**config.mk**
```make
export PLATFORM = sky130hd
export DESIGN_NAME = fsef_status_flags
export DESIGN_NICKNAME = d
export VERILOG_FILES = /design/src/fsef_pkg.sv /design/src/fsef_status_flags.sv /design/src/fsef_sticky.sv
export SDC_FILE = /design/constraint.sdc
export NUM_CORES = 1
export LEC_CHECK = 0
export ABC_AREA = 1
export BUFFER_PORTS_ARGS = -buffer_cell sky130_fd_sc_hd__buf_2
export CORE_MARGIN = 8
export CORE_UTILIZATION = 44
export DETAILED_ROUTE_END_ITERATION = 6
export GPL_ROUTABILITY_DRIVEN = 1
export GPL_TIMING_DRIVEN = 0
export PLACE_DENSITY = 0.86
export SLEW_MARGIN = 40
export SYNTH_ARGS = -nofsm -noshare
export SYNTH_HDL_FRONTEND = slang
export SYNTH_SLANG_ARGS = --single-unit
```
**constraint.sdc**
```tcl
create_clock -name clock_in -period 1.3 [get_ports clock_in]
set_clock_uncertainty 0.05 [all_clocks]
set_input_delay 0.13 -clock clock_in [delete_from_list [all_inputs] [get_ports clock_in]]
set_output_delay 0.13 -clock clock_in [all_outputs]
set_load 0.005 [all_outputs]
```
**src/fsef_pkg.sv**
```systemverilog
// Constants and operation classes for the status-word flag logic
package fsef_pkg;

   localparam int          FLAG_W       = 6;
   localparam int          CC_W         = 4;
   localparam int          TOP_W        = 3;
   localparam int          WORD_W       = 16;

   // Status word bit positions
   localparam int          FLAG_LO      = 0;
   localparam int          FLAG_HI      = 5;
   localparam int          SF_POS       = 6;
   localparam int          ES_POS       = 7;
   localparam int          C0_POS       = 8;
   localparam int          C1_POS       = 9;
   localparam int          C2_POS       = 10;
   localparam int          TOP_LO       = 11;
   localparam int          TOP_HI       = 13;
   localparam int          C3_POS       = 14;
   localparam int          BUSY_POS     = 15;

   // Exception flag positions inside the flag field
   localparam int          INVALID_POS  = 0;
   localparam int          DENORMAL_POS = 1;
   localparam int          ZERODIV_POS  = 2;
   localparam int          OVERFLOW_POS = 3;
   localparam int          UNDERFLOW_POS = 4;
   localparam int          INEXACT_POS  = 5;

   // Condition code index inside the four-bit code
   localparam int          CC0          = 0;
   localparam int          CC1          = 1;
   localparam int          CC2          = 2;
   localparam int          CC3          = 3;

   // Control word mask field after initialize: all masked
   localparam logic [5:0]  MASK_INIT    = 6'h3F;
   localparam logic [5:0]  FLAGS_RESET  = 6'h00;
   localparam logic [3:0]  CC_RESET     = 4'h0;
   localparam logic [2:0]  TOP_RESET    = 3'h0;
   localparam logic [15:0] WORD_RESET   = 16'h0000;

   typedef enum logic [3:0] {
      OP_NONE      = 4'h0,
      OP_COMPARE   = 4'h1,
      OP_CMP_INT   = 4'h2,
      OP_EXAMINE   = 4'h3,
      OP_PREM      = 4'h4,
      OP_ROUND     = 4'h5,
      OP_TRIG      = 4'h6,
      OP_LOAD_MISC = 4'h7,
      OP_RESTORE   = 4'h8,
      OP_NO_CC     = 4'h9,
      OP_CTRL_LOAD = 4'hA,
      OP_CLEAR     = 4'hB,
      OP_INIT      = 4'hC
   } fsef_op_t;

endpackage

```
**src/fsef_status_flags.sv**
```systemverilog
// Status-word exception, stack-fault and condition-code flag logic
//
// Function
// - Six exception flags in bits 0-5 set on each detected exception.
// - Summary bit 7 set while any unmasked exception flag is set.
// - Masked exceptions still set their flag but never the summary bit.
// - Summary bit set requests the exception handler.
// - Exception flags are sticky; only explicit clearing resets them.
// - Clear, initialize clear flags; restore overwrites them.
// - Bit 15 always mirrors the summary bit.
// - Stack-fault bit 6 set on register-stack overflow or underflow.
// - Invalid operand without stack fault leaves stack-fault bit unchanged.
// - On stack fault in compares, remainder, rounding, trig, moves and loads, condition bit one is 1 overflow, 0 underflow.
// - Stack-fault bit sticky; cleared by initialize, clear.
// - Compares write outcome to bits 0,2,3; bit one 0 or fault.
// - Integer-flag compares write bit one 0 or fault only.
// - Partial remainder: quotient bits to 0,3,1; bit two incomplete.
// - Rounding ops: bit one round-up or fault; others undefined.
// - Trig ops: bit two out-of-range; bit one round-up or fault, kept unchanged when out of range without fault.
// - Moves and loads: bit one 0 or fault; others undefined.
// - Restore loads each condition bit from image.
// - Free, control load, clear, nop, stores leave condition bits undefined.
// - Six control-word mask bits decide whether each exception is masked.
`timescale 1ns/1ps

module fsef_status_flags (
   input  wire logic                clock_in,        // Core clock
   input  wire logic                rst_in,          // Async reset, active high
   input  wire logic                op_valid_in,     // One instruction retires
   input  wire fsef_pkg::fsef_op_t  op_class_in,     // Instruction group
   input  wire logic [5:0]          exc_in,          // Detected exceptions
   input  wire logic                stack_fault_in,  // Stack over/underflow seen
   input  wire logic                stack_over_in,   // 1 overflow, 0 underflow
   input  wire logic [2:0]          cmp_result_in,   // Compare code {c3,c2,c0}
   input  wire logic                sign_in,         // Examined operand sign
   input  wire logic [2:0]          class_in,        // Examined class {c3,c2,c0}
   input  wire logic [2:0]          quotient_in,     // Quotient bits 2..0
   input  wire logic                incomplete_in,   // Reduction incomplete
   input  wire logic                round_up_in,     // Last rounding went up
   input  wire logic                out_of_range_in, // Trig source out of range
   input  wire logic [15:0]         image_in,        // Loaded status image
   input  wire logic [5:0]          ctrl_mask_in,    // Loaded control mask bits
   input  wire logic [2:0]          top_in,          // Stack top pointer
   output logic      [15:0]         status_word_out, // Status word
   output logic      [5:0]          mask_out,        // Current mask bits
   output logic                     handler_req_out  // Exception handler request
);

   logic                fire;
   logic                do_clear;
   logic                do_load;
   logic                do_mask_load;
   logic [5:0]          exc_set;
   logic [5:0]          flags_d;
   logic [5:0]          flags_q;
   logic                sf_d;
   logic                sf_q;
   logic [5:0]          mask_d;
   logic [5:0]          mask_q;
   logic                es_d;
   logic [3:0]          cc_d;
   logic [3:0]          cc_q;
   logic [3:0]          image_cc;
   logic [15:0]         word_d;
   logic [15:0]         word_q;
   logic                es_q;

   // Initialize: masks back to all masked, codes to zero
   function automatic logic reinit(input fsef_pkg::fsef_op_t op);
      reinit = (op == fsef_pkg::OP_INIT);
   endfunction

   // Clears flags: clear or initialize
   function automatic logic clears_flags(input fsef_pkg::fsef_op_t op);
      clears_flags = (op == fsef_pkg::OP_CLEAR) || reinit(op);
   endfunction

   // Restore overwrites flags and codes from an image
   function automatic logic loads_image(input fsef_pkg::fsef_op_t op);
      loads_image = (op == fsef_pkg::OP_RESTORE);
   endfunction

   // Mask bits follow the operand on a control load or a restore
   function automatic logic loads_mask(input fsef_pkg::fsef_op_t op);
      loads_mask = (op == fsef_pkg::OP_CTRL_LOAD) || loads_image(op);
   endfunction

   // Summary: any flag whose mask bit is clear
   function automatic logic unmasked_any(input logic [5:0] flags,
                                         input logic [5:0] masks);
      unmasked_any = |(flags & ~masks);
   endfunction

   // Condition bit one: fault direction wins over the normal meaning
   function automatic logic fault_c1(input logic fault,
                                     input logic over,
                                     input logic alt);
      fault_c1 = fault ? over : alt;
   endfunction

   assign fire         = op_valid_in;
   assign do_clear     = fire && clears_flags(op_class_in);
   assign do_load      = fire && loads_image(op_class_in);
   assign do_mask_load = fire && loads_mask(op_class_in);
   // Exceptions count only alongside a retiring instruction
   assign exc_set      = fire ? exc_in : fsef_pkg::FLAGS_RESET;

   // Exception flags
   fsef_sticky #(
      .W (fsef_pkg::FLAG_W)
   ) u_exc_flags (
      .clock_in    (clock_in),
      .rst_in      (rst_in),
      .clear_in    (do_clear),
      .load_in     (do_load),
      .load_val_in (image_in[fsef_pkg::FLAG_HI:fsef_pkg::FLAG_LO]),
      .set_in      (exc_set),
      .next_out    (flags_d),
      .q_out       (flags_q)
   );

   // Stack-fault flag; only a real stack fault sets it
   fsef_sticky #(
      .W (1)
   ) u_stack_fault (
      .clock_in    (clock_in),
      .rst_in      (rst_in),
      .clear_in    (do_clear),
      .load_in     (do_load),
      .load_val_in (image_in[fsef_pkg::SF_POS]),
      .set_in      (fire && stack_fault_in),
      .next_out    (sf_d),
      .q_out       (sf_q)
   );

   // Mask bits of the control word
   always_comb
   begin
      mask_d = mask_q;
      if (fire && reinit(op_class_in))
      begin
         mask_d = fsef_pkg::MASK_INIT;
      end
      else if (do_mask_load)
      begin
         mask_d = ctrl_mask_in;
      end
   end

   always_ff @(posedge clock_in or posedge rst_in)
   begin
      if (rst_in)
      begin
         // Out of reset every exception is masked, as after initialize
         mask_q <= fsef_pkg::MASK_INIT;
      end
      else
      begin
         mask_q <= mask_d;
      end
   end

   // Summary follows the flags and masks that hold after this edge,
   // so an unmasking control load raises it without a new exception
   assign es_d = unmasked_any(flags_d, mask_d);

   always_ff @(posedge clock_in or posedge rst_in)
   begin
      if (rst_in)
      begin
         es_q <= 1'b0;
      end
      else
      begin
         // Own flop keeps the request one flop deep, like the word
         es_q <= es_d;
      end
   end

   // Condition codes carried in a restored image
   assign image_cc[fsef_pkg::CC0] = image_in[fsef_pkg::C0_POS];
   assign image_cc[fsef_pkg::CC1] = image_in[fsef_pkg::C1_POS];
   assign image_cc[fsef_pkg::CC2] = image_in[fsef_pkg::C2_POS];
   assign image_cc[fsef_pkg::CC3] = image_in[fsef_pkg::C3_POS];

   // Undefined condition bits keep their old value
   always_comb
   begin
      cc_d = cc_q;
      if (fire)
      begin
         case (op_class_in)
            fsef_pkg::OP_COMPARE:
            begin
               cc_d[fsef_pkg::CC0] = cmp_result_in[0];
               cc_d[fsef_pkg::CC2] = cmp_result_in[1];
               cc_d[fsef_pkg::CC3] = cmp_result_in[2];
               cc_d[fsef_pkg::CC1] = fault_c1(stack_fault_in,
                                              stack_over_in, 1'b0);
            end
            fsef_pkg::OP_CMP_INT:
            begin
               cc_d[fsef_pkg::CC1] = fault_c1(stack_fault_in,
                                              stack_over_in, 1'b0);
            end
            fsef_pkg::OP_EXAMINE:
            begin
               cc_d[fsef_pkg::CC0] = class_in[0];
               cc_d[fsef_pkg::CC2] = class_in[1];
               cc_d[fsef_pkg::CC3] = class_in[2];
               cc_d[fsef_pkg::CC1] = sign_in;
            end
            fsef_pkg::OP_PREM:
            begin
               cc_d[fsef_pkg::CC0] = quotient_in[2];
               cc_d[fsef_pkg::CC3] = quotient_in[1];
               cc_d[fsef_pkg::CC2] = incomplete_in;
               cc_d[fsef_pkg::CC1] = fault_c1(stack_fault_in,
                                              stack_over_in,
                                              quotient_in[0]);
            end
            fsef_pkg::OP_ROUND:
            begin
               cc_d[fsef_pkg::CC1] = fault_c1(stack_fault_in,
                                              stack_over_in,
                                              round_up_in);
            end
            fsef_pkg::OP_TRIG:
            begin
               cc_d[fsef_pkg::CC2] = out_of_range_in;
               // Bit one is undefined when out of range; without a stack fault it is left alone
               if (stack_fault_in || !out_of_range_in)
               begin
                  cc_d[fsef_pkg::CC1] = fault_c1(stack_fault_in,
                                                 stack_over_in,
                                                 round_up_in);
               end
            end
            fsef_pkg::OP_LOAD_MISC:
            begin
               cc_d[fsef_pkg::CC1] = fault_c1(stack_fault_in,
                                              stack_over_in, 1'b0);
            end
            fsef_pkg::OP_RESTORE:
            begin
               cc_d = image_cc;
            end
            fsef_pkg::OP_INIT:
            begin
               cc_d = fsef_pkg::CC_RESET;
            end
            default:
            begin
               cc_d = cc_q;
            end
         endcase
      end
   end

   always_ff @(posedge clock_in or posedge rst_in)
   begin
      if (rst_in)
      begin
         cc_q <= fsef_pkg::CC_RESET;
      end
      else
      begin
         cc_q <= cc_d;
      end
   end

   // Whole word assembled from next values so it is one flop deep
   always_comb
   begin
      word_d = fsef_pkg::WORD_RESET;
      word_d[fsef_pkg::FLAG_HI:fsef_pkg::FLAG_LO] = flags_d;
      word_d[fsef_pkg::SF_POS]   = sf_d;
      word_d[fsef_pkg::ES_POS]   = es_d;
      word_d[fsef_pkg::C0_POS]   = cc_d[fsef_pkg::CC0];
      word_d[fsef_pkg::C1_POS]   = cc_d[fsef_pkg::CC1];
      word_d[fsef_pkg::C2_POS]   = cc_d[fsef_pkg::CC2];
      word_d[fsef_pkg::C3_POS]   = cc_d[fsef_pkg::CC3];
      // Pointer is only mirrored; the stack logic owns it
      word_d[fsef_pkg::TOP_HI:fsef_pkg::TOP_LO] = top_in;
      word_d[fsef_pkg::BUSY_POS] = es_d;
   end

   always_ff @(posedge clock_in or posedge rst_in)
   begin
      if (rst_in)
      begin
         word_q <= fsef_pkg::WORD_RESET;
      end
      else
      begin
         word_q <= word_d;
      end
   end

   assign status_word_out = word_q;
   assign mask_out        = mask_q;
   assign handler_req_out = es_q;

endmodule

```
**src/fsef_sticky.sv**
```systemverilog
// Sticky flag bank with clear, overwrite and set-wins priority
`timescale 1ns/1ps

module fsef_sticky #(
   parameter int W = 6
) (
   input  wire logic         clock_in,    // Core clock
   input  wire logic         rst_in,      // Async reset, active high
   input  wire logic         clear_in,    // Clear all bits
   input  wire logic         load_in,     // Overwrite with load value
   input  wire logic [W-1:0] load_val_in, // Value to overwrite with
   input  wire logic [W-1:0] set_in,      // Per-bit set events
   output logic      [W-1:0] next_out,    // Value taken at next edge
   output logic      [W-1:0] q_out        // Held flags
);

   logic [W-1:0] base;

   always_comb
   begin
      base = q_out;
      if (load_in)
      begin
         base = load_val_in;
      end
      else if (clear_in)
      begin
         base = '0;
      end
      // An event in the clearing cycle must survive the clear
      next_out = base | set_in;
   end

   always_ff @(posedge clock_in or posedge rst_in)
   begin
      if (rst_in)
      begin
         q_out <= '0;
      end
      else
      begin
         q_out <= next_out;
      end
   end

endmodule

```
### Yosys cells after proc, flatten, opt, wreduce, memory -nomap -nowiden

Cells that the tools add are included.

| word-level totals | value |
|---|---|
| bits in registers | 34 |
| latch bits | 0 |
| memory bits (writable) | 0 |
| ROM bits | 0 |
| input port bits | 53 |
| output and inout port bits | 23 |
| logic and storage cells | 48 |
| memories kept | 0 |

| operators by class | value |
|---|---|
| $add $sub $neg | 0 |
| multipliers | 0 |
| div/mod/pow operators | 0 |
| magnitude comparators | 0 |
| equal/unequal tests | 11 |
| shift operators | 0 |
| mux-type cells | 16 |
| bitwise gates (word level) | 4 |
| reductions and logical operators | 11 |

Operators by type and width:

| operator | number |
|---|---|
| $mux 6 | 5 |
| $eq 4x3->1 const B | 4 |
| $eq 4x4->1 const B | 4 |
| $pmux 1 s5 | 2 |
| $eq 4x2->1 const B | 2 |
| $pmux 1 s7 | 1 |
| $and 6x6->6 | 1 |
| $mux 1 | 6 |
| $not 6->6 | 1 |
| $or 6x6->6 | 1 |
| $pmux 1 s6 | 1 |
| $reduce_or 6->1 | 1 |
| $logic_and 1x1->1 | 5 |
| $eq 4x1->1 const B | 1 |
| $mux 4 | 1 |
| $logic_or 1x1->1 | 3 |
| $reduce_or 3->1 | 1 |
| $logic_not 1->1 | 1 |
| $or 1x1->1 | 1 |

### Longest topological paths before layout

| depth | value |
|---|---|
| depth after elaboration | 8 |
| gate-level depth with buffers | 11 |
| gate-level depth less buffers | 11 |

### By module

From an unflattened synthesis, not the netlist that was laid out.

| second synthesis, totals | value |
|---|---|
| cells, all modules | 189 |
| area, all modules | 1485.2 um2 |

Modules (own cells, without submodules):

| module | instances | cells each | area each (um2) | seq. area each (um2) |
|---|---|---|---|---|
| fsef_status_flags | 1 | 156 | 1194.9 | 533.0 |
| fsef_sticky at u_exc_flags | 1 | 26 | 240.2 | 150.1 |
| fsef_sticky at u_stack_fault | 1 | 7 | 50.0 | 25.0 |

### Worst setup path before layout

OpenSTA, ideal clock, no wires.

| timing path | value |
|---|---|
| kind | in2reg |
| from | input port op_valid_in |
| to | register word_q[7] (netlist: status_word_out[7]) |
| setup time | 0.119 ns |
| arrival time | 1.002 ns |
| required time | 1.131 ns |
| path slack | 0.130 ns |
| stages on the path | 10 |
| path buffers | 1 |
| cell sequence | buf_4 > inv_1 > nor3_4 > nand2_1 > nand2_1 > nor2_1 > nand2_1 > nand2_1 > nor2_1 > nand2_1 |

| on the way | value |
|---|---|
| cells in the longest elaborated chain, start to end | 6 |
| elaborated cells on any way between the ends | 13 |
| those cells by class | mux (5); bitwise (3); reduce/logical (5) |

Ends and longest elaborated chain:

| element | RTL line | RTL |
|---|---|---|
| from (decl) | fsef_status_flags.sv:29 | `input wire logic op_valid_in,` |
| $logic_and 1x1->1 (on tied branches) | fsef_status_flags.sv:102, fsef_status_flags.sv:104 |  |
| $mux 6 (on tied branches) | fsef_sticky.sv:26, fsef_status_flags.sv:144 |  |
| $mux 6 (on tied branches) | fsef_sticky.sv:22, fsef_status_flags.sv:140 |  |
| $or 6x6->6 or $not 6->6 (tied branches) | fsef_sticky.sv:31, fsef_status_flags.sv:91 |  |
| $and 6x6->6 * | fsef_status_flags.sv:91 | `unmasked_any = \|(flags & ~masks);` |
| $reduce_or 6->1 * | fsef_status_flags.sv:91 |  |
| net es_d | fsef_status_flags.sv:60 | `logic es_d;` |
| to (signal assigned) | fsef_status_flags.sv:292 | `word_q <= fsef_pkg::WORD_RESET;` |
| to (signal assigned) | fsef_status_flags.sv:296 | `word_q <= word_d;` |
| to (decl) | fsef_status_flags.sv:65 | `logic [15:0] word_q;` |

The timed path passes the listed nets; every way through them passes the cells marked *.

### Final worst setup path

| timing path | value |
|---|---|
| from | register mask_q[0] (netlist: mask_out[0]) |
| to | register word_q[7] (netlist: status_word_out[7]) |

| on the way | value |
|---|---|
| cells in the longest elaborated chain, start to end | 5 |

Ends and longest elaborated chain:

| element | RTL line | RTL |
|---|---|---|
| from (decl) | fsef_status_flags.sv:59 | `logic [5:0] mask_q;` |
| from (signal assigned) | fsef_status_flags.sv:155 | `mask_q <= fsef_pkg::MASK_INIT;` |
| from (signal assigned) | fsef_status_flags.sv:159 | `mask_q <= mask_d;` |
| $mux 6 | fsef_status_flags.sv:144 | `else if (do_mask_load)` |
| $mux 6 | fsef_status_flags.sv:140 | `if (fire && reinit(op_class_in))` |
| $not 6->6 | fsef_status_flags.sv:91 |  |
| $and 6x6->6 | fsef_status_flags.sv:91 |  |
| $reduce_or 6->1 | fsef_status_flags.sv:91 |  |
| net es_d | fsef_status_flags.sv:60 |  |

The timed path passes the listed nets, and every way through them passes these cells.

==> results.toml <==
[timing]
hold_violations = 0
worst_hold_slack_ns = 0.01565
fmax_mhz = 845.4
worst_pin_slew_ns = 0.4319
maxSlewViolCount = 0
finalCritPeriodShare_pct = 90.99
setup_tns_ns = 0
slew_headroom_pct = 71.17
rsz0062_at_grt = "false"
setup_viol = 0
min_period_ns = 1.183

[setup_path]
cp-start-kind = "register"
startpoint = "mask_out[0]"
critical_path.reg2reg.endpoint = "status_word_out[7]"
r2r_start = "mask_out[0]"
end_kind = "register"
critPathArrivalTime_ns = 1.34
critPathCapture = "status_word_out[7]"
critical_path_class = "register to register"
crit_required_ns = 1.46
path_max_fanout = 2
ff2ff_path_depth = 7
ff2ff_setup_slack_ns = 0.12

[route]
drc = 0
first_pass_iters = 4
wl_per_cell_microns = 11.82
wl_met2_microns = 1871
antenna_left = 0
dr.max_layer_used = "met4"
vias = 1492
drt-initial-drc-count = 62
avgViaCountPerCell = 4.591
wl_met1_microns = 1526
wl_met3_microns = 407
wl_microns = 3840

[synth]
synth_nets = 257
synth-adder-area-share_pct = 0
synth.distinct_cells = 24
synthTopCellsByArea = "dfrtp_1 (27%), nand2_1 (18%), dfstp_2 (11%)"
muxShareOfSynthArea_pct = 0
syn_inst = 204
yosysTopAreaCell = "dfrtp_1"
syn-cell-area_sq_um = 1383
yosysSeqAreaShare_pct = 38.55
synth-seq-cells = 21
yosysWarnings = 0
synth_top_area_share_pct = 27.15
synth_compound_area_share_pct = 6.154
yosys.area_share.simple_pct = 41.72
synth-xor-area-share_pct = 0
synth_top_family_by_area = "simple AND/OR/NAND/NOR gates"
synthesis.area_per_instance_sq_um = 6.777

[cells_and_area]
area_growth_pct = 33.85
antennaDiodeCount = 0
seqCellArea_sq_um = 533.0
drive_gt1_share_pct = 35.59
fillCellCount = 303
layout_commonest_cell = "buf_2"
multiInputGateArea_sq_um = 661.9
final_cell_count_no_fill = 325
nNetsFinal = 335
final_cell_mix = "buf_2 (69), nand2_1 (68), inv_1 (35)"

[floorplan]
die_h_microns = 72.06
io_pins = 76
rows = 20
coreArea_sq_um = 3028
start_util_pct = 45.66
die-area_sq_um = 5192
die_w_microns = 72.06

[clock_tree]
htree_levels = 1
clock-sinks = 21
cts.root.buffer_cell = "clkbuf_4"
cts_inserted_buffers = 3
cts.path.max_buffers = 2
cts_tree = "built"
path_clk_slew_ns = 0.12
worstSkewPairLatency_ns = 0.31

[power]
vdd_drop_max_mv = 0.6742
power_density_nw_per_um2 = 933.8
leakage_nw = 1.118

[global_routing]
grt_pass1_vias = 1580
overflow = 0
antenna_found_initial = 0
grt_pass1_wl_microns = 6865
grt_max_degree = 22
grt_usage_pct = 16.28

[hold_path]
hp-class = "input port to register"

[run_status]
outcome = "finished clean"

[flow_run]
maxCapViolCount = 0

[placement]
portBuffers = 69
placed_cells = 317
dp_hpwl_microns = 3165
gp_congestion = 0.8542
## flip-flops by register name, indices dropped and copies added (netlist names)
| register | flops |
|---|---|
| status_word_out | 10 |
| mask_out | 6 |
| u_exc_flags.q_out | 5 |
## worst min-delay path by stage
stage,startpoint,endpoint,depth (start not counted),slack (ns)
after detailed placement,top_in[2],status_word_out[13],1,0.19
after floorplan,rst_in,status_word_out[10],1,0.05
after global placement,top_in[1],status_word_out[12],1,0.19
after CTS,exc_in[2],u_exc_flags.q_out[2],3,0.004
after global routing,exc_in[1],u_exc_flags.q_out[1],3,0.02
final,exc_in[2],u_exc_flags.q_out[2],3,0.02
## kinds of logic (layout without fill, tap and decap cells)
group           count (synthesis)  after routing
compound gates                 15             15
buf+inv                        46            123
flops                          21             21
simple gates                  122            122
## cells in the mapped netlist
cell,count
inv_2,5
nor2_8,1
nand2_2,3
o21bai_1,1
nor3_4,1
a21oi_1,3
nand3b_1,2
clkbuf_1,1
nand3_2,1
inv_1,36
nor2_4,2
o211ai_1,3
nand2_4,1
nand2_1,68
dfrtp_1,15
o21ai_1,4
nand3_1,16
nor2_1,21
nand3_4,1
dfstp_2,6
nor2_2,1
o21ai_0,4
buf_4,4
nand4_1,4
## cell type report
type	instances	share of cell area, %
inverter	41	8.316
clock buffer	3	1.217
buffer	5	1.826
tap	44	2.975
multi-input combinational	137	35.77
sequential	21	28.80
timing repair buffer	73	20.82
clock inverter	1	0.2705
## power breakdown
part	leakage (nW)	internal, mW	switching, mW
Clock	0.0177	0.115	0.198
Combinational	0.871	0.265	0.312
Sequential	0.229	0.786	0.0522
Total	1.12	1.17	0.562
## metrics by stage
step | instance area, sq um | utilization [%] | total power, mW | worst slack (ns)
2_1_floorplan | 1383 | - | 1.161 | 0.1296
3_3_place_gp | 1783 | 58.88 | 1.402 | -0.06660
3_5_place_dp | 1783 | 58.88 | 1.422 | -0.1057
4_1_cts | 1851 | 61.12 | 1.743 | 0.1267
5_1_grt | 1851 | 61.12 | 1.883 | 0.006331
6_report | 1851 | 61.12 | 1.728 | 0.1171
## repair_timing
item,4_1_cts,5_1_grt
gates resized for setup,0,0
buffers inserted,0,0
hold buffers,4,0
hold endpoints to repair,18,0
## metal layers
layer	GRT usage, %	up-vias
met5	0	-
met4	3.855	0
met3	7.713	7
met2	28.44	52
met1	17.24	657
li1	-	776
## critical path: stages, from the launching register on
cell and delay, ns:
dfstp_2 0.55, inv_1 0.04, nor2_1 0.09, nor2_1 0.06, nand2_1 0.06, nand2_1 0.06, nor2_1 0.11, nand2_1 0.06
Note: power is estimated with default switching activity, not from simulation.
